**src/eq_pkg.sv**
```systemverilog
// Shared constants, types and lookup tables for the equalizer configuration loader
package eq_pkg;

   // ----------------------------------------------------------------
   // Timing
   // ----------------------------------------------------------------
   localparam int CLK_PERIOD_NS = 5;
   localparam int T_EEPROM_NS = 7500000;
   localparam int T_POR_NS = 50000000;
   // Load time is a ceiling on the fetch, so it rounds down
   localparam int EEPROM_LOAD_CYCLES = T_EEPROM_NS / CLK_PERIOD_NS;
   // Access holdoff is a least time, so it rounds up
   localparam int POR_CYCLES = (T_POR_NS + CLK_PERIOD_NS - 1) / CLK_PERIOD_NS;
   localparam int POR_CNT_W = 24;
   localparam int LOAD_CNT_W = 21;
   localparam logic [1:0] STRAP_SETTLE = 2'h2;

   // ----------------------------------------------------------------
   // Channels, straps and boost index
   // ----------------------------------------------------------------
   localparam int NUM_CH = 8;
   localparam int CH_PER_BANK = 4;
   localparam int NUM_BANKS = 2;
   localparam int LVL_W = 3;
   localparam logic [2:0] LVL_MAX = 3'h4;
   localparam logic [4:0] LVL_STEPS = 5'h05;
   localparam int IDX_W = 5;
   localparam logic [4:0] IDX_TOP = 5'h13;
   localparam logic [4:0] IDX_RESET = 5'h00;

   // ----------------------------------------------------------------
   // Register port
   // ----------------------------------------------------------------
   localparam int ADDR_W = 4;
   localparam int DATA_W = 16;
   localparam logic [3:0] ADDR_CH_LAST = 4'h7;
   localparam logic [3:0] ADDR_IRQ_STAT = 4'h8;
   localparam logic [3:0] ADDR_IRQ_EN = 4'h9;
   localparam logic [3:0] ADDR_IRQ_CLR = 4'ha;
   localparam logic [3:0] ADDR_STATE = 4'hb;
   localparam int CH_W = 10;
   localparam int CH_IDX_LSB = 0;
   localparam int CH_SHAPE_LSB = 5;
   localparam int CH_SHAPE_EN_BIT = 9;
   localparam logic [9:0] CH_RESET = 10'h000;
   localparam int IRQ_W = 3;
   localparam int IRQ_DONE = 0;
   localparam int IRQ_FAIL = 1;
   localparam int IRQ_READY = 2;

   // ----------------------------------------------------------------
   // EEPROM stream
   // ----------------------------------------------------------------
   localparam int EE_WORD_W = 16;
   localparam logic [3:0] EE_BIT_LAST = 4'hf;
   localparam logic [2:0] EE_WORD_LAST = 3'h7;

   typedef enum logic [1:0] {
      MODE_STRAP = 2'b00,
      MODE_PRIMARY = 2'b01,
      MODE_SECONDARY = 2'b10
   } cfg_mode_e;

   typedef enum logic [1:0] {
      FETCH_IDLE = 2'b00,
      FETCH_RUN = 2'b01,
      FETCH_DONE = 2'b10,
      FETCH_FAIL = 2'b11
   } fetch_e;

   typedef struct packed {
      logic [3:0] ctle_first_stage_code;
      logic [2:0] ctle_second_stage_code;
      logic [3:0] ctle_midband_shape;
      logic ctle_first_stage_skip;
   } eq_setting_s;

   typedef struct packed {
      logic [3:0] addr;
      logic [15:0] wdata;
      logic wr;
      logic rd;
   } reg_req_s;

   localparam eq_setting_s CFG_RESET = '{4'h0, 3'h0, 4'h0, 1'b1};

   // ----------------------------------------------------------------
   // Boost index tables
   // ----------------------------------------------------------------
   localparam logic [3:0] FIRST_TBL [20] = '{4'h0, 4'h1, 4'h3, 4'h5, 4'h7, 4'h0, 4'h1, 4'h2, 4'h3, 4'h4,
      4'h5, 4'h6, 4'h8, 4'ha, 4'ha, 4'hb, 4'hc, 4'hd, 4'he, 4'hf};
   localparam logic [2:0] SECOND_TBL [20] = '{3'h0, 3'h0, 3'h0, 3'h0, 3'h0, 3'h0, 3'h0, 3'h0, 3'h0, 3'h0,
      3'h1, 3'h1, 3'h1, 3'h1, 3'h2, 3'h3, 3'h4, 3'h5, 3'h6, 3'h7};
   localparam logic [3:0] SHAPE_TBL [20] = '{4'h0, 4'h0, 4'h0, 4'h1, 4'h1, 4'h1, 4'h1, 4'h1, 4'h3, 4'h3,
      4'h7, 4'h7, 4'h7, 4'h7, 4'hf, 4'hf, 4'hf, 4'hf, 4'hf, 4'hf};
   localparam logic [19:0] SKIP_TBL = 20'h00007;

endpackage

```
**src/boost_map.sv**
```systemverilog
// Boost index to equalizer stage code mapper with registered output
`timescale 1ns/10ps
module boost_map import eq_pkg::*; (
   input wire logic clk,
   input wire logic rst,
   input wire logic [4:0] idx,
   input wire logic shape_en,
   input wire logic [3:0] shape,
   output eq_setting_s cfg_q
);

   // ----------------------------------------------------------------
   // Lookup
   // ----------------------------------------------------------------
   // Out-of-range register values saturate at the top step
   wire [4:0] idx_c = (idx > IDX_TOP) ? IDX_TOP : idx;
   wire eq_setting_s cfg_d = '{FIRST_TBL[idx_c], SECOND_TBL[idx_c],
      shape_en ? shape : SHAPE_TBL[idx_c], SKIP_TBL[idx_c]};

   always_ff @(posedge clk) begin
      if (rst) begin
         cfg_q <= CFG_RESET;
      end else begin
         cfg_q <= cfg_d;
      end
   end
endmodule

```
**src/redriver_eq_config_loader.sv**
```systemverilog
// Equalizer configuration loader: strap, EEPROM fetch and register control of eight channels
//
// Contract
// - Strap mode takes full configuration from strap levels, no bus access needed.
// - Primary mode fetches from EEPROM; success drives load-complete output low.
// - Register accesses are accepted before, during and after the EEPROM fetch.
// - Midband shape adjustable only under register control; strap uses fixed table.
// - Bank 0 straps set channels 0-3, bank 1 straps channels 4-7.
// - Register control holds an independent boost setting per channel.
// - Strap pairs decode to index 0..24, saturated at 19; index 19 gives codes 15, 7, 15.
// - Setting is 4-bit first, 3-bit second, 4-bit shape, skip for three lowest.
// - Register accesses take effect only about 50 ms after power-on.
// - EEPROM load completes within 7.5 ms of fetch enable.
// - Boost straps are sampled once at power-up, later changes ignored.
`timescale 1ns/10ps
module redriver_eq_config_loader import eq_pkg::*; #(
   parameter int POR_WAIT = POR_CYCLES,
   parameter int LOAD_WAIT = EEPROM_LOAD_CYCLES
) (
   input wire logic clk,
   input wire logic rst,
   input wire logic [2:0] boost_select_hi_bank0,
   input wire logic [2:0] boost_select_lo_bank0,
   input wire logic [2:0] boost_select_hi_bank1,
   input wire logic [2:0] boost_select_lo_bank1,
   input wire logic [1:0] cfg_mode_pin,
   input wire logic fetch_en_n,
   input wire logic ee_clk,
   input wire logic ee_data,
   input wire logic ee_frame,
   input wire reg_req_s bus,
   output logic [15:0] rdata_q,
   output logic ee_req_q,
   output logic all_done_n_q,
   output logic irq_q,
   output eq_setting_s ch_cfg_q [NUM_CH]
);

   localparam int PIN_W = 18;

   // ----------------------------------------------------------------
   // Pin synchronisers
   // ----------------------------------------------------------------
   logic [PIN_W-1:0] pin_s1_q;
   logic [PIN_W-1:0] pin_s2_q;
   logic ee_clk_prev_q;
   logic ee_frame_prev_q;

   wire [PIN_W-1:0] pins = {boost_select_hi_bank0, boost_select_lo_bank0, boost_select_hi_bank1,
      boost_select_lo_bank1, cfg_mode_pin, fetch_en_n, ee_clk, ee_data, ee_frame};

   always_ff @(posedge clk) begin
      if (rst) begin
         pin_s1_q <= '0;
         pin_s2_q <= '0;
         ee_clk_prev_q <= 1'b0;
         ee_frame_prev_q <= 1'b0;
      end else begin
         pin_s1_q <= pins;
         pin_s2_q <= pin_s1_q;
         ee_clk_prev_q <= pin_s2_q[2];
         ee_frame_prev_q <= pin_s2_q[0];
      end
   end

   wire [2:0] hi0_s = pin_s2_q[17:15];
   wire [2:0] lo0_s = pin_s2_q[14:12];
   wire [2:0] hi1_s = pin_s2_q[11:9];
   wire [2:0] lo1_s = pin_s2_q[8:6];
   wire cfg_mode_e mode_s = cfg_mode_e'(pin_s2_q[5:4]);
   wire fetch_en_n_s = pin_s2_q[3];
   wire ee_clk_s = pin_s2_q[2];
   wire ee_data_s = pin_s2_q[1];
   wire ee_frame_s = pin_s2_q[0];
   wire ee_rise = ee_clk_s && !ee_clk_prev_q;
   wire ee_frame_fall = ee_frame_prev_q && !ee_frame_s;
   wire strap_mode = (mode_s == MODE_STRAP);
   wire primary_mode = (mode_s == MODE_PRIMARY);

   // ----------------------------------------------------------------
   // Strap capture
   // ----------------------------------------------------------------
   // Levels above the fifth step are read as the top (floating) level
   wire [2:0] hi0_c = (hi0_s > LVL_MAX) ? LVL_MAX : hi0_s;
   wire [2:0] lo0_c = (lo0_s > LVL_MAX) ? LVL_MAX : lo0_s;
   wire [2:0] hi1_c = (hi1_s > LVL_MAX) ? LVL_MAX : hi1_s;
   wire [2:0] lo1_c = (lo1_s > LVL_MAX) ? LVL_MAX : lo1_s;
   wire [4:0] bank0_idx_d = 5'({2'b00, hi0_c}) * LVL_STEPS + 5'({2'b00, lo0_c});
   wire [4:0] bank1_idx_d = 5'({2'b00, hi1_c}) * LVL_STEPS + 5'({2'b00, lo1_c});

   logic [1:0] strap_cnt_q;
   logic strap_valid_q;
   logic [4:0] bank_idx_q [NUM_BANKS];

   // Caught once after the synchronisers fill; never re-read
   always_ff @(posedge clk) begin
      if (rst) begin
         strap_cnt_q <= 2'h0;
         strap_valid_q <= 1'b0;
         bank_idx_q[0] <= IDX_RESET;
         bank_idx_q[1] <= IDX_RESET;
      end else if (!strap_valid_q) begin
         strap_cnt_q <= strap_cnt_q + 2'h1;
         if (strap_cnt_q == STRAP_SETTLE) begin
            strap_valid_q <= 1'b1;
            bank_idx_q[0] <= bank0_idx_d;
            bank_idx_q[1] <= bank1_idx_d;
         end
      end
   end

   // ----------------------------------------------------------------
   // Power-on access holdoff
   // ----------------------------------------------------------------
   logic [POR_CNT_W-1:0] por_cnt_q;
   logic ready_q;

   always_ff @(posedge clk) begin
      if (rst) begin
         por_cnt_q <= '0;
         ready_q <= 1'b0;
      end else if (!ready_q) begin
         por_cnt_q <= por_cnt_q + 1'b1;
         ready_q <= (por_cnt_q == POR_CNT_W'(POR_WAIT - 1));
      end
   end

   // ----------------------------------------------------------------
   // EEPROM fetch
   // ----------------------------------------------------------------
   fetch_e fetch_q;
   fetch_e fetch_d;
   logic [LOAD_CNT_W-1:0] load_cnt_q;
   logic [3:0] bit_cnt_q;
   logic [2:0] word_cnt_q;
   logic [EE_WORD_W-2:0] shift_q;

   wire load_expired = (load_cnt_q == LOAD_CNT_W'(LOAD_WAIT - 1));
   wire bit_take = (fetch_q == FETCH_RUN) && ee_frame_s && ee_rise;
   wire word_end = bit_take && (bit_cnt_q == EE_BIT_LAST);
   wire last_word = word_end && (word_cnt_q == EE_WORD_LAST);
   wire [EE_WORD_W-1:0] ee_word = {shift_q, ee_data_s};

   always_comb begin
      fetch_d = fetch_q;
      case (fetch_q)
         FETCH_IDLE: begin
            if (primary_mode && !fetch_en_n_s) begin
               fetch_d = FETCH_RUN;
            end
         end
         FETCH_RUN: begin
            if (last_word) begin
               fetch_d = FETCH_DONE;
            end else if (load_expired || ee_frame_fall) begin
               fetch_d = FETCH_FAIL;
            end
         end
         FETCH_DONE, FETCH_FAIL: begin
            if (fetch_en_n_s) begin
               fetch_d = FETCH_IDLE;
            end
         end
         default: fetch_d = FETCH_IDLE;
      endcase
   end

   always_ff @(posedge clk) begin
      if (rst) begin
         fetch_q <= FETCH_IDLE;
         load_cnt_q <= '0;
         bit_cnt_q <= 4'h0;
         word_cnt_q <= 3'h0;
         shift_q <= '0;
      end else begin
         fetch_q <= fetch_d;
         load_cnt_q <= (fetch_q == FETCH_RUN) ? load_cnt_q + 1'b1 : '0;
         if (fetch_q != FETCH_RUN) begin
            bit_cnt_q <= 4'h0;
            word_cnt_q <= 3'h0;
         end else if (bit_take) begin
            bit_cnt_q <= bit_cnt_q + 4'h1;
            shift_q <= ee_word[EE_WORD_W-2:0];
            if (word_end) begin
               word_cnt_q <= word_cnt_q + 3'h1;
            end
         end
      end
   end

   always_ff @(posedge clk) begin
      if (rst) begin
         ee_req_q <= 1'b0;
         all_done_n_q <= 1'b1;
      end else begin
         ee_req_q <= (fetch_d == FETCH_RUN);
         all_done_n_q <= (fetch_q != FETCH_DONE);
      end
   end

   // ----------------------------------------------------------------
   // Channel registers
   // ----------------------------------------------------------------
   // Writes before the holdoff ends are dropped; a controller write racing the fetch
   // word to the same channel wins over it in that cycle
   wire bus_wr = bus.wr && ready_q;
   wire bus_rd = bus.rd && ready_q;
   wire bus_ch_hit = (bus.addr <= ADDR_CH_LAST);
   logic [CH_W-1:0] ch_q [NUM_CH];
   logic [4:0] sel_idx [NUM_CH];
   logic sel_shape_en [NUM_CH];

   for (genvar c = 0; c < NUM_CH; c++) begin : g_ch
      wire ee_hit = word_end && (word_cnt_q == 3'(c));
      wire bus_hit = bus_wr && bus_ch_hit && (bus.addr == 4'(c));

      // Controller write lands after the fetch word in the same cycle
      always_ff @(posedge clk) begin
         if (rst) begin
            ch_q[c] <= CH_RESET;
         end else if (bus_hit) begin
            ch_q[c] <= bus.wdata[CH_W-1:0];
         end else if (ee_hit) begin
            ch_q[c] <= ee_word[CH_W-1:0];
         end
      end

      // Straps drive per bank, with the fixed shape table
      assign sel_idx[c] = strap_mode ? bank_idx_q[c / CH_PER_BANK] : ch_q[c][CH_IDX_LSB +: IDX_W];
      assign sel_shape_en[c] = !strap_mode && ch_q[c][CH_SHAPE_EN_BIT];

      boost_map u_map (
         .clk(clk),
         .rst(rst),
         .idx(sel_idx[c]),
         .shape_en(sel_shape_en[c]),
         .shape(ch_q[c][CH_SHAPE_LSB +: 4]),
         .cfg_q(ch_cfg_q[c])
      );
   end

   // ----------------------------------------------------------------
   // Interrupts and readback
   // ----------------------------------------------------------------
   logic [IRQ_W-1:0] irq_stat_q;
   logic [IRQ_W-1:0] irq_en_q;
   logic ready_prev_q;

   wire [IRQ_W-1:0] irq_set = {ready_q && !ready_prev_q,
      fetch_d == FETCH_FAIL && fetch_q != FETCH_FAIL,
      fetch_d == FETCH_DONE && fetch_q != FETCH_DONE};
   wire [IRQ_W-1:0] irq_clr = (bus_wr && bus.addr == ADDR_IRQ_CLR) ? bus.wdata[IRQ_W-1:0] : '0;
   wire [3:0] ch_sel = bus_ch_hit ? bus.addr : 4'h0;
   wire [15:0] read_word = bus_ch_hit ? 16'(ch_q[ch_sel[2:0]])
      : (bus.addr == ADDR_IRQ_STAT) ? 16'(irq_stat_q)
      : (bus.addr == ADDR_IRQ_EN) ? 16'(irq_en_q)
      : (bus.addr == ADDR_STATE) ? 16'({mode_s, fetch_q, strap_valid_q, ready_q})
      : 16'h0000;

   always_ff @(posedge clk) begin
      if (rst) begin
         irq_stat_q <= '0;
         irq_en_q <= '0;
         ready_prev_q <= 1'b0;
         irq_q <= 1'b0;
         rdata_q <= 16'h0000;
      end else begin
         // A fresh event beats a clear in the same cycle
         irq_stat_q <= (irq_stat_q & ~irq_clr) | irq_set;
         if (bus_wr && bus.addr == ADDR_IRQ_EN) begin
            irq_en_q <= bus.wdata[IRQ_W-1:0];
         end
         ready_prev_q <= ready_q;
         irq_q <= |(irq_stat_q & irq_en_q);
         rdata_q <= bus_rd ? read_word : 16'h0000;
      end
   end
endmodule

```
**config.mk**
```make
export PLATFORM = sky130hd
export DESIGN_NAME = redriver_eq_config_loader
export DESIGN_NICKNAME = d
export VERILOG_FILES = /design/src/eq_pkg.sv /design/src/boost_map.sv /design/src/redriver_eq_config_loader.sv
export SDC_FILE = /design/constraint.sdc
export NUM_CORES = 1
export LEC_CHECK = 0
export ABC_AREA = 1
export BUFFER_PORTS_ARGS = -buffer_cell sky130_fd_sc_hd__buf_2
export CORE_ASPECT_RATIO = 2
export CORE_MARGIN = 2
export CORE_UTILIZATION = 35
export DETAILED_ROUTE_END_ITERATION = 10
export HOLD_SLACK_MARGIN = 0.03
export PLACE_DENSITY_LB_ADDON = 0.3
export SLEW_MARGIN = 10
export SYNTH_ARGS = -nofsm -noshare
export SYNTH_HDL_FRONTEND = slang
export SYNTH_SLANG_ARGS = --single-unit
```
**constraint.sdc**
```tcl
create_clock -name clk -period 3.6 [get_ports clk]
set_input_delay 0.18 -clock clk [delete_from_list [all_inputs] [get_ports clk]]
set_output_delay 0.18 -clock clk [all_outputs]
set_load 0.05 [all_outputs]
```
======== Word-level counts from Yosys, hierarchy flattened ========
Memories as Yosys holds them, arrays and structs flattened. A register that Yosys moved wholly into a read port is not among the register bits.
Cells that the tools add are included.
cells by class
  $add $sub $neg .......................... 7
  $mul .................................... 2
  order comparisons ....................... 21
  equality and inequality tests ........... 32
  mux-type cells .......................... 137
  bitwise operators ....................... 33
  reductions and logical operators ........ 56
operators by type and width
  operator                                                  number
  two-way mux 10 bit                                        17
  two-way mux 4 bit                                         24
  two-way mux 5 bit                                         18
  two-way mux 1 bit                                         64
  greater-or-equal comparator 6 bit, second input constant  8
  NOT 5 -> 6 bit                                            8
  > comparator 5 bit, second input constant                 8
  logical AND 1 bit                                         38
  adder 24 x 1 -> 24 bit, second input constant             1
  == test 24 bit, second input constant                     1
  adder 21 x 1 -> 21 bit, second input constant             1
  == test 21 bit, second input constant                     1
  == test 4 bit, second input constant                      5
  two-way mux 3 bit                                         6
  two-way mux 6 bit                                         3
  bitwise OR 1 bit                                          18
  == test 4 x 3 -> 1 bit, second input constant             4
  == test 3 bit, second input constant                      4
  > comparator 3 bit, second input constant                 4
  adder 5 x 3 -> 5 bit                                      2
  == test 2 bit, second input constant                      5
  multiplier 3 x 3 -> 5 bit, second input constant          2
  == test 4 x 2 -> 1 bit, second input constant             2
  two-way mux 2 bit                                         4
  other kinds (24)                                          40
word-level totals
  register bits after elaboration ......... 163
  bits in writable memories ............... 90
  ROM bits ................................ 3072
  input port bits ......................... 42
  output and inout bits ................... 115
  word-level logic and storage cells ...... 351
  memories kept ........................... 34
memory list
  name             depth  width  read ports  clocked after Yosys merged registers in  write ports  line             source
  (no name shown)  32     4      1           1                                        0            boost_map.sv:17  wire eq_setting_s cfg_d = '{FIRST_TBL[idx_c], SECOND_TBL[idx_c],
  (no name shown)  32     4      1           0                                        0            boost_map.sv:18  shape_en ? shape : SHAPE_TBL[idx_c], SKIP_TBL[idx_c]};
  (no name shown)  32     4      1           1                                        0            boost_map.sv:17
  (no name shown)  32     4      1           0                                        0            boost_map.sv:18
  (no name shown)  32     4      1           0                                        0            boost_map.sv:18
  (no name shown)  32     4      1           0                                        0            boost_map.sv:18
  +28 memories     -      -      -           -                                        -            -

======== Depth between registers and ports, before layout ========
Gate-level depths: netlist (run 1).
  depth in word-level cells ............... 10
  depth in mapped cells ................... 17
  gate-level depth less buffers ........... 16

======== Modules after synthesis ========
Synthesis (run 1) repeated with hierarchy kept, for this count alone.
second synthesis, totals
  cell total of the unflattened synthesis .. 1990
  area total of the unflattened synthesis .. 15605.0 µm²
modules (own cells, without submodules)
  module                          times used  cells an instance  area each (µm²)  sequential area each (µm²)
  redriver_eq_config_loader       1           1297               10437.5          5205.0
  boost_map at g_ch[2].u_map ...  6           87                 643.1            240.2
  boost_map at g_ch[1].u_map      1           86                 661.9            240.2
  boost_map at g_ch[0].u_map      1           85                 646.9            240.2

======== Worst setup path after synthesis (run 1) ========
OpenSTA, ideal clock, no wires.
  path type ............................... reg-to-reg
  start point ............................. reg pin_s2_q[9]
  end point ............................... mem bank_idx_q[1][4] (netlist: bank_idx_q[0][9]), data pin
  arrival time ............................ 1.893 ns
  required time ........................... 3.346 ns
  path slack .............................. 1.453 ns
  stages on the path, launching flop included .. 11
  path buffers ............................ 0
  cells stage by stage .................... dfxtp_1 o21a_1 nor2_1 ha_1 ha_1 ha_1 nand2_1 nor2_1 a211oi_1 a21oi_1 o21a_1
RTL lines
  element                   line                             source
  start: declaration        redriver_eq_config_loader.sv:45  logic [PIN_W-1:0] pin_s2_q;
  start signal: assignment  redriver_eq_config_loader.sv:60  pin_s2_q <= pin_s1_q;
  end: declaration          redriver_eq_config_loader.sv:93  logic [4:0] bank_idx_q [NUM_BANKS];

======== Worst setup path after layout (run 1) ========
  start point ............................. reg pin_s2_q[5]
  end point ............................... reg g_ch[3].u_map.cfg_q[8] (netlist name)
between the ends
  cells in the longest elaborated chain, start to end .. 5
RTL lines
  element                                   line                              source
  logical NOT 2 bit (*)                     redriver_eq_config_loader.sv:77   wire strap_mode = (mode_s == MODE_STRAP);
  two-way mux 5 bit (*)                     redriver_eq_config_loader.sv:229  assign sel_idx[c] = strap_mode ? bank_idx_q[c / CH_PER_BANK] : ch_q[c][CH_IDX_LSB +: IDX_W];
  > comparator 5 bit                        boost_map.sv:16                   wire [4:0] idx_c = (idx > IDX_TOP) ? IDX_TOP : idx;
  two-way mux 5 bit (*)                     boost_map.sv:16
  NOT 5 -> 6 bit (implied by the code) (*)  boost_map.sv:17
Every way passes the cells marked *; elsewhere a longest branch is shown, timed or not.
A chain may end at the register's enable or synchronous reset.

==> impl_results.md, run 1 <==
- Clock transition at path regs: 70 ps
- Detail Route Antenna Nets: 0
- Max-slew headroom: 51.5%
- Fin nets: 2,123
- CTS Hold Buffers Added: 20
- TritonCTS clock tree: built
- Mapped Avg Cell Area: 7.98 sq um
- First-pass DRT Iterations: 6
- Class of the worst hold path: input pin to register
- Endpoint type of the worst setup path: register
- Startpoint Class: register
- Ys flop type: dfxtp_1
- First-pass GRT wire length: 69,600 um
- Status: finished clean
- Layout area overhead: 16.6%
- Highest clock rate: 0.354 GHz
- RSZ-0062 raised after global routing: false
- Finished Layout Cells: 2,580
- Mean routed wirelength per cell: 17.4 um
- Drt total wl: 45,000 um
- Layout cell share with drive strength beyond 1: 13.5%
- DP HPWL: 34,100 um
- Setup WS pre-CTS: 832 ps
- Pleak: 7.50 nW
- Mapped Cells: 1,852
- Max-cap check violation count: 0
- Total gr overflow: 0
- Total CTS buffers: 29
- Ports: 157
- Initial Util: 35.4%
- Gr usage total: 20.2%
- Die Area: 44,000 sq um
- Crit path required time: 4040 ps
- Cells after DPL: 2,506
- Synth cell types: 49
- Syn. warnings: 0
- Sequential area share after synthesis: 48.2%
- FILL cells: 4,260
- Die W: 149 um
- Final WS setup: 774 ps
- Initial antenna violation count: 5
- Largest net degree at the start of global routing: 59
- DRT iter0 DRCs: 788
- Post-synth EDFFs: 90
- Fin. max-slew vios: 0
- Vias/cell: 5.18
- IO buf count: 144
- Post-synthesis instance area: 14,800 sq um
- H-tree levels: 1
- Setup TNS: 0 ps
- Worst VDD drop: 0.307 mV
- Core Area: 41,800 sq um
- CP Class: register to register
- Post-CTS Resized: 0
- Clk_lat worst skew: 570 ps
- Clk_skew: 12.3 ps
- Data arrival, critical path: 3270 ps
- Rows: 106
- Die Y: 295 um
- Final setup fails: 0
- PwrDens: 530 nW/um^2
- Number of global-route vias before repair: 13,400
- Async set-reset flop share out of synthesis: 0%
- Worst-path fanout max: 13
- Remaining DRCs: 0
- Gpl congestion: 0.984
- CTS Buffer Depth: 3
- Vias: 13,400
- Final period utilization: 78.5%
- Clk sinks: 311
- Worst-margin pin slew: 725 ps
- Final Hold Vio Count: 0
- Post-CTS setup buffer count: 0
- Final core utilization: 41.2%
- Root Buffer: clkbuf_16
- Final worst path period need: 2830 ps
- Seq cells post-synth: 311
## registers in the layout, summed over array words and instances, names as in the netlist, 2 cells and up
name	count
fetch_q	2
pin_s2_q	18
ch_q	80
rdata_q	10
strap_cnt_q	2
irq_en_q	3
bank_idx_q	10
bit_cnt_q	4
load_cnt_q	21
shift_q	9
word_cnt_q	3
irq_stat_q	3
g_ch.u_map.cfg_q	96
por_cnt_q	24
pin_s1_q	18
## stage by stage
step,power [mW],hold WS (ps),area (sq um)
finish,9.13,89.5,17200
global route,9.53,92.1,17200
CTS,9.20,63.7,17200
detailed placement,6.15,387,16100
global placement,6.12,397,16100
floorplan,5.58,287,14800
## Yosys cell counts (3+ instances only)
cell type | count | area [sq um]
a21o_1 | 4 | 30.0
a31oi_1 | 17 | 106
nor2_2 | 11 | 68.8
a21oi_1 | 112 | 561
buf_2 | 12 | 60.1
o211ai_1 | 21 | 158
nand3b_1 | 4 | 30.0
o21bai_1 | 7 | 52.6
dfxtp_1 | 221 | 4420
edfxtp_1 | 90 | 2700
o21ai_0 | 116 | 581
nor2_1 | 235 | 882
nand4_1 | 13 | 81.3
o21ai_2 | 7 | 61.3
nand3_1 | 65 | 325
nand2_2 | 4 | 25.0
o21a_1 | 6 | 45.0
o31ai_1 | 9 | 67.6
o22ai_1 | 94 | 588
clkbuf_1 | 36 | 135
o21ai_1 | 28 | 140
and3_1 | 6 | 37.5
inv_2 | 10 | 37.5
xor2_1 | 9 | 78.8
nor3_1 | 31 | 155
or2_1 | 3 | 18.8
nand2_1 | 327 | 1230
nor3b_1 | 3 | 22.5
clkinv_1 | 14 | 52.6
ha_1 | 62 | 776
xnor2_1 | 4 | 35.0
buf_4 | 9 | 67.6
or2_2 | 20 | 125
inv_1 | 223 | 837
## cells in the final DEF (no fill, tap or decap), types with 31 or more instances in the layout
master	Yosys	final
nand3_1	65	65
edfxtp_1	90	90
buf_2	12	143
nor3_1	31	31
nand2_1	327	327
nor2_1	235	235
inv_1	223	222
o21ai_0	116	116
ha_1	62	62
dfxtp_1	221	221
o22ai_1	94	94
a21oi_1	112	112
## report_power, final
part / internal [mW] / switching, mW / total, mW / leakage (nW)
combinational: 0.542 / 1.60 / 2.14 / 4.30
clock: 1.65 / 1.37 / 3.03 / 0.453
sequential: 3.85 / 0.104 / 3.96 / 2.75
## logic make-up (layout without fill, tap and decap cells)
family | count (synthesis) | in the layout | synth area share, %
AND/OR/NAND/NOR | 731 | 731 | 20.9
AO/OA/AOI/OAI | 427 | 427 | 16.5
flip-flops | 311 | 311 | 48.2
buffers and inverters | 305 | 487 | 8.08
adder cells (fa/ha/maj) | 64 | 64 | 5.52
XOR/XNOR | 13 | 13 | 0.771
other | 1 | 7 | 0.0254
## metal layers
metal	routed length [um]	track usage [%]	part of all wire [%]
met4	3490	14.2	7.8
met1	15300	19.2	34
met5	43	0	0.096
met3	2650	3.05	5.9
met2	23500	38.8	52
## worst paths after layout
path                                    from                      to  slack (ps)  depth (start not counted)
worst max register to register   pin_s2_q[5]  g_ch[3].u_map.cfg_q[8]         770                         13
worst min register to register  pin_s1_q[17]            pin_s2_q[17]         400                          2
worst max-delay path             pin_s2_q[5]  g_ch[3].u_map.cfg_q[8]         770                         13
worst min-delay path                  bus[1]           irq_stat_q[2]          90                          4
## critical path, stage by stage (launching register included)
cell     delay (ps)
dfxtp_1         430
inv_1            60
nand2_1         460
nor2_1          270
a21oi_1         310
inv_1            70
nand2_1         170
inv_1            90
ha_1            220
or2_2           290
nand2_1          70
nand2_1          50
a21oi_1         140
a21oi_1          80
## area by class of cell
class                      instances  area [sq um]  share of cell area (%)
tap                              540           676                    3.92
sequential                       311          7130                    41.4
clock buffer                      34           749                    4.35
timing repair buffer             187          1100                    6.36
antenna                            1          2.50                  0.0145
multi-input combinational       1241          6470                    37.6
inverter                         247           927                    5.38
clock inverter                    19           174                    1.01
No activity file was read; power rests on OpenSTA's default activity.
==> run 2: changes to the inputs <==
clock period = 2.9 ns   (was 3.6 ns; I/O delays follow)
==> run 2 against run 1 <==
  * Worst hold slack lost 29 ps
  * Worst setup slack worse by 500 ps
  * Routed wire length rose by 0.89%
  * Critical path type unchanged
  * Critical endpoint is now g_ch[7].u_map.cfg_q[8]
  * Highest routed layer unchanged
==> impl_results.md, run 2 (synthesized netlist as in run 1, its figures left out) <==
- Total gr overflow: 0 (unchanged)
- Ports: 157 (unchanged)
- Post-CTS Resized: 0 (unchanged)
- Final setup fails: 0 (unchanged)
- Drt total wl: 45,400 um (+0.89%)
- PwrDens: 668 nW/um^2 (+26%)
- Detail Route Antenna Nets: 0 (unchanged)
- H-tree levels: 1 (unchanged)
- DP HPWL: 33,900 um (-0.40%)
- Startpoint Class: register
- Setup TNS: 0 ps (unchanged)
- Data arrival, critical path: 3140 ps (-130 ps)
- Max-slew headroom: 48.8% (-2.7 points)
- DRT iter0 DRCs: 916 (+16%)
- Commonest non-fill, non-tap cell in the layout: nand2_1
- Die W: 149 um (unchanged)
- Worst VDD drop: 0.370 mV (+21%)
- First-pass GRT wire length: 70,700 um (+1.6%)
- Final WS setup: 272 ps (-502 ps)
- Rows: 106 (unchanged)
- Number of global-route vias before repair: 13,500 (+0.99%)
- Post-route cell area: 17,400 sq um (+1.2%)
- Setup WS pre-CTS: 385 ps (-447 ps)
- Worst-margin pin slew: 765 ps (+40.6 ps)
- Initial Util: 35.4% (unchanged)
- Largest net degree at the start of global routing: 113 (+92%)
- Crit-path slowest cell: nand2_1
- Number of flip-flops in the largest register: 96 (unchanged)
- Overall power: 11.6 mW (+28%)
- Pleak: 7.62 nW (+1.7%)
- Clk_lat worst skew: 580 ps (about the same)
- Worst-path cell chain: inv_1, nand2_1, buf_4, nand2_1, nand2_2, nand2_1, inv_1, or2_1, inv_1, ha_1, or2_0, a21boi_1, nor2_1, nor2_1
- Worst-path fanout max: 9 (-4)
- Fin nets: 2,138 (+0.71%)
- Final Hold Vio Count: 0 (unchanged)
- Gpl congestion: 0.996 (+1.2%)
- Clk_skew: 13.1 ps (+0.781 ps)
- Largest Register: g_ch.u_map.cfg_q
- Mean routed wirelength per cell: 17.5 um (+0.39%)
- Root Buffer: clkbuf_16
- DP Area: 16,200 sq um (+0.81%)
- Gr usage total: 20.6% (+0.34 points)
- Die Y: 295 um (unchanged)
- Reg2reg path depth: 14 (+1)
- IO buf count: 144 (unchanged)
- Status: finished clean
- Remaining DRCs: 0 (unchanged)
- Final period utilization: 90.6% (+12 points)
- Class of the worst hold path: input pin to register
- Vias/cell: 5.15 (-0.52%)
- Clk sinks: 311 (unchanged)
- Core Area: 41,800 sq um (unchanged)
- Clock transition at path regs: 70 ps (about the same)
- CP max stage delay: 420 ps (-40 ps)
- CP Class: register to register
- First-pass DRT Iterations: 7 (+1)
- Endpoint type of the worst setup path: register
- CTS Buffer Depth: 3 (unchanged)
- Initial antenna violation count: 3 (-2)
- Vias: 13,400 (-0.022%)
- Top flop regs: g_ch.u_map.cfg_q (96), ch_q (80), por_cnt_q (24)
- Most frequent cells in the layout: nand2_1, nor2_1, inv_1, dfxtp_1, buf_2
- Layout area overhead: 18.0%
- RSZ-0062 raised after global routing: false
- Highest clock rate: 0.381 GHz (+7.5%)
- WHS Path Cells: 4 (unchanged)
- Fin. max-slew vios: 0 (unchanged)
- TritonCTS clock tree: built
- Max-cap check violation count: 0 (unchanged)
- # diodes: 0 (-1)
- Total CTS buffers: 30 (+3.4%)
- Final core utilization: 41.7% (+0.50 points)
- Final worst path period need: 2630 ps (-198 ps)
- Layout cell share with drive strength beyond 1: 14.1% (+0.64 points)
- Crit path required time: 3410 ps (-630 ps)
- Die Area: 44,000 sq um (unchanged)
==> run 2: worst paths after layout <==
kind	start	to	slack [ps]
setup reg to reg	pin_s2_q[4]	g_ch[7].u_map.cfg_q[8]	270
hold / removal	bus[1]	irq_stat_q[2]	60
setup / recovery	pin_s2_q[4]	g_ch[7].u_map.cfg_q[8]	270
hold reg to reg	pin_s1_q[0]	pin_s2_q[0]	400
==> run 2: layer usage <==
| layer | up-vias | routed length (um) | track usage, % |
|---|---|---|---|
| met3 | 179 | 2780 | 3.27 |
| met1 | 6138 | 15600 | 19.9 |
| met4 | 6 | 3200 | 13.9 |
| met5 | - | 40 | 0 |
| li1 | 6520 | - | - |
| met2 | 521 | 23800 | 39.2 |
==> run 2: critical path, delay by kind of cell (launching register included) <==
family,cells,cell delay [ps]
AO/OA/AOI/OAI,1,140
adder cells (fa/ha/maj),1,200
buffers and inverters,4,500
flip-flops,1,400
AND/OR/NAND/NOR,8,1320
==> run 2: power by group <==
part,switching [mW],leakage (nW),internal [mW],total (mW)
Clock,1.73,0.502,2.29,4.03
Sequential,0.120,2.75,4.78,4.90
Combinational,2.00,4.38,0.714,2.71
Total,3.86,7.62,7.79,11.6
==> run 2: cell type report <==
type                       count  area [sq um]
timing repair buffer         201          1230
tap                          540           676
clock inverter                12           136
inverter                     247           927
multi-input combinational   1241          6470
fill                        4304         24300
clock buffer                  41           870
sequential                   311          7130
==> run 2: metrics by stage <==
stage          std cells  hold WS [ps]
5_1_grt             2593           102
6_report            2593          60.4
3_3_place_gp        2520           359
4_1_cts             2593          43.3
2_1_floorplan       1857           252
3_5_place_dp        2520           359
==> run 2: timing repair <==
| action | CTS | global route |
|---|---|---|
| hold buffers | 20 | 0 |
| endpoints found under the hold margin | 28 | 0 |
| setup endpoints to repair | 0 | 0 |
| buffers inserted | 0 | 0 |
==> run 3: changes to the inputs <==
CELL_PAD_IN_SITES_DETAIL_PLACEMENT = 1   (was not set)
CELL_PAD_IN_SITES_GLOBAL_PLACEMENT = 2   (was not set)
==> run 3 against run 2 <==
  * Register-to-register slack about the same
  * Routed wire length up 11%
  * Largest power group unchanged
  * Combinational power increased by 2%
  * Non-clock buffer count is 10 higher
  * Highest routed layer unchanged
  * First-iteration DRC count is 37% lower
  * Sequential cell count unchanged
  * Critical endpoint is now g_ch[3].u_map.cfg_q[8]
  * Sequential share of layout area shrank 0.23 points
==> impl_results.md, run 3 (synthesized netlist as in run 1, its figures left out) <==
- Post-route cell area: 17,500 sq um (+0.57%)
- Worst R2R Start: pin_s2_q[5]
- IO buf count: 144 (unchanged)
- Ports: 157 (unchanged)
- CP Class: register to register
- Data arrival, critical path: 3080 ps (-60 ps)
- Number of flip-flops in the largest register: 96 (unchanged)
- CP max stage delay: 450 ps (+30 ps)
- Post-CTS setup buffer count: 0 (unchanged)
- Worst-margin pin slew: 1090 ps (+328 ps)
- Clock transition at path regs: 70 ps (about the same)
- Mean routed wirelength per cell: 19.3 um (+10%)
- Vias/cell: 5.20 (+0.84%)
- Hold_sp: bus[0]
- Final worst path period need: 2640 ps (+14.0 ps)
- Die Y: 295 um (unchanged)
- Core Area: 41,800 sq um (unchanged)
- Die W: 149 um (unchanged)
- H-tree levels: 1 (unchanged)
- Buf/Inv on CP: 3 (-1)
- Top delay family on crit path: simple AND/OR/NAND/NOR gates
- Crit. Startpoint: pin_s2_q[5]
- Crit path required time: 3340 ps (-70 ps)
- Clk_skew: 14.3 ps (+1.22 ps)
- Root Buffer: clkbuf_16
- Max-cap check violation count: 0 (unchanged)
- Total CTS buffers: 30 (unchanged)
- First-pass DRT Iterations: 5 (-2)
- Number of global-route vias before repair: 14,600 (+7.8%)
- DP HPWL: 38,800 um (+14%)
- Top flop regs: g_ch.u_map.cfg_q (96), ch_q (80), por_cnt_q (24)
- R2R setup slack: 260 ps (about the same)
- Vias: 13,500 (+1.3%)
- Drt total wl: 50,300 um (+11%)
- Fin. max-slew vios: 0 (unchanged)
- Rows: 106 (unchanged)
- Largest net degree at the start of global routing: 61 (-46%)
- Worst VDD drop: 0.497 mV (+34%)
- Final setup fails: 0 (unchanged)
- Max-slew headroom: 26.4% (-22 points)
- Status: finished clean
- # diodes: 0 (unchanged)
- Fin nets: 2,148 (+0.47%)
- Highest clock rate: 0.379 GHz (-0.53%)
- Worst hold margin: 60.5 ps (+0.0937 ps)
- PwrDens: 673 nW/um^2 (+0.72%)
- Clk sinks: 311 (unchanged)
- Detail Route Antenna Nets: 0 (unchanged)
- Total gr overflow: 0 (unchanged)
- CTS Buffer Depth: 3 (unchanged)
- DRT iter0 DRCs: 574 (-37%)
- Startpoint Class: register
- Setup TNS: 0 ps (unchanged)
- Class of the worst hold path: input pin to register
- DP Area: 16,200 sq um (about the same)
- Pleak: 7.68 nW (+0.79%)
- Most frequent cells in the layout: nand2_1, nor2_1, inv_1, dfxtp_1, buf_2
- First-pass GRT wire length: 78,200 um (+11%)
- Crit-path slowest cell: dfxtp_1
- Final Hold Vio Count: 0 (unchanged)
- Gr usage total: 22.9% (+2.3 points)
- Initial Util: 35.4% (unchanged)
- Clk_lat worst skew: 580 ps (about the same)
- Layout cell share with drive strength beyond 1: 14.4% (+0.26 points)
- Remaining DRCs: 0 (unchanged)
- Commonest non-fill, non-tap cell in the layout: nand2_1
- Gpl congestion: 0.925 (-7.1%)
- RSZ-0062 raised after global routing: false
- Worst-path cell chain: inv_1, nand2_1, nor2_1, a21oi_1, inv_1, nand2_1, inv_1, ha_1, or2_2, nand2_1, nand2_1, a21oi_1, a21oi_1
- FILL cells: 5,128 (+19%)
- Layout area overhead: 18.7%
- Worst-path fanout max: 8 (-1)
- Final period utilization: 91.1% (+0.48 points)
- TritonCTS clock tree: built
- Initial antenna violation count: 1 (-2)
- Largest Register: g_ch.u_map.cfg_q
- Endpoint type of the worst setup path: register
- Most frequent CP cell: nand2_1
- Die Area: 44,000 sq um (unchanged)
==> run 3: cell count changes in the layout (fill, tap and decap cells not counted), sizes merged <==
| cell | delta |
|---|---|
| clkinvlp | +1 |
| clkinv | +3 |
| bufinv | -1 |
| inv | -2 |
| buf | +5 |
| dlygate4sd3 | +5 |
==> run 3: what timing repair did <==
item	in CTS	in global routing
gates resized for setup	0	1
hold buffers	25	0
endpoints found under the setup margin	0	1
hold endpoints to repair	33	0
==> run 3: routing by layer <==
metal	up-vias	GRT usage [%]	part of all wire (%)
li1	6533	-	-
met1	6486	22.7	36
met2	361	44.9	55
met3	152	2.54	3.7
met4	2	12.7	6.0
met5	-	0	0.022
==> run 3: report_power, final <==
part	internal [mW]	total [mW]	leakage [nW]	switching, mW
combinational	0.722	2.77	4.42	2.05
clock	2.34	4.12	0.516	1.78
sequential	4.78	4.91	2.75	0.125
total	7.84	11.8	7.68	3.95
==> run 3: cell type report <==
cell class | count | area, sq um | area share (%)
tap | 540 | 676 | 3.85
inverter | 247 | 927 | 5.29
clock inverter | 13 | 106 | 0.607
clock buffer | 41 | 928 | 5.29
sequential | 311 | 7130 | 40.6
timing repair buffer | 211 | 1290 | 7.35
multi-input combinational | 1241 | 6480 | 37.0
==> run 3: path summary, 6_finish.rpt <==
check / end / cells past startpoint
setup / recovery: g_ch[3].u_map.cfg_q[8] / 13
setup reg to reg: g_ch[3].u_map.cfg_q[8] / 13
hold reg to reg: pin_s2_q[10] / 2
hold / removal: rdata_q[3] / 5
==> run 3: per-stage QoR <==
step | power [mW] | cells | utilization, % | setup slack [ps]
floorplan | 6.92 | 1857 | - | 753
global placement | 7.71 | 2525 | 38.9 | 361
detailed placement | 7.76 | 2525 | 38.9 | 298
CTS | 11.9 | 2604 | 42.0 | 272
global route | 12.4 | 2604 | 42.0 | 12.8
finish | 11.8 | 2604 | 42.0 | 258
==> run 3: worst register-to-register path, stage by stage (launching register included) <==
cell	delay [ps]
dfxtp_1	450
inv_1	70
nand2_1	420
nor2_1	120
a21oi_1	290
inv_1	70
nand2_1	170
inv_1	90
ha_1	220
or2_2	290
nand2_1	70
nand2_1	60
a21oi_1	120
a21oi_1	70
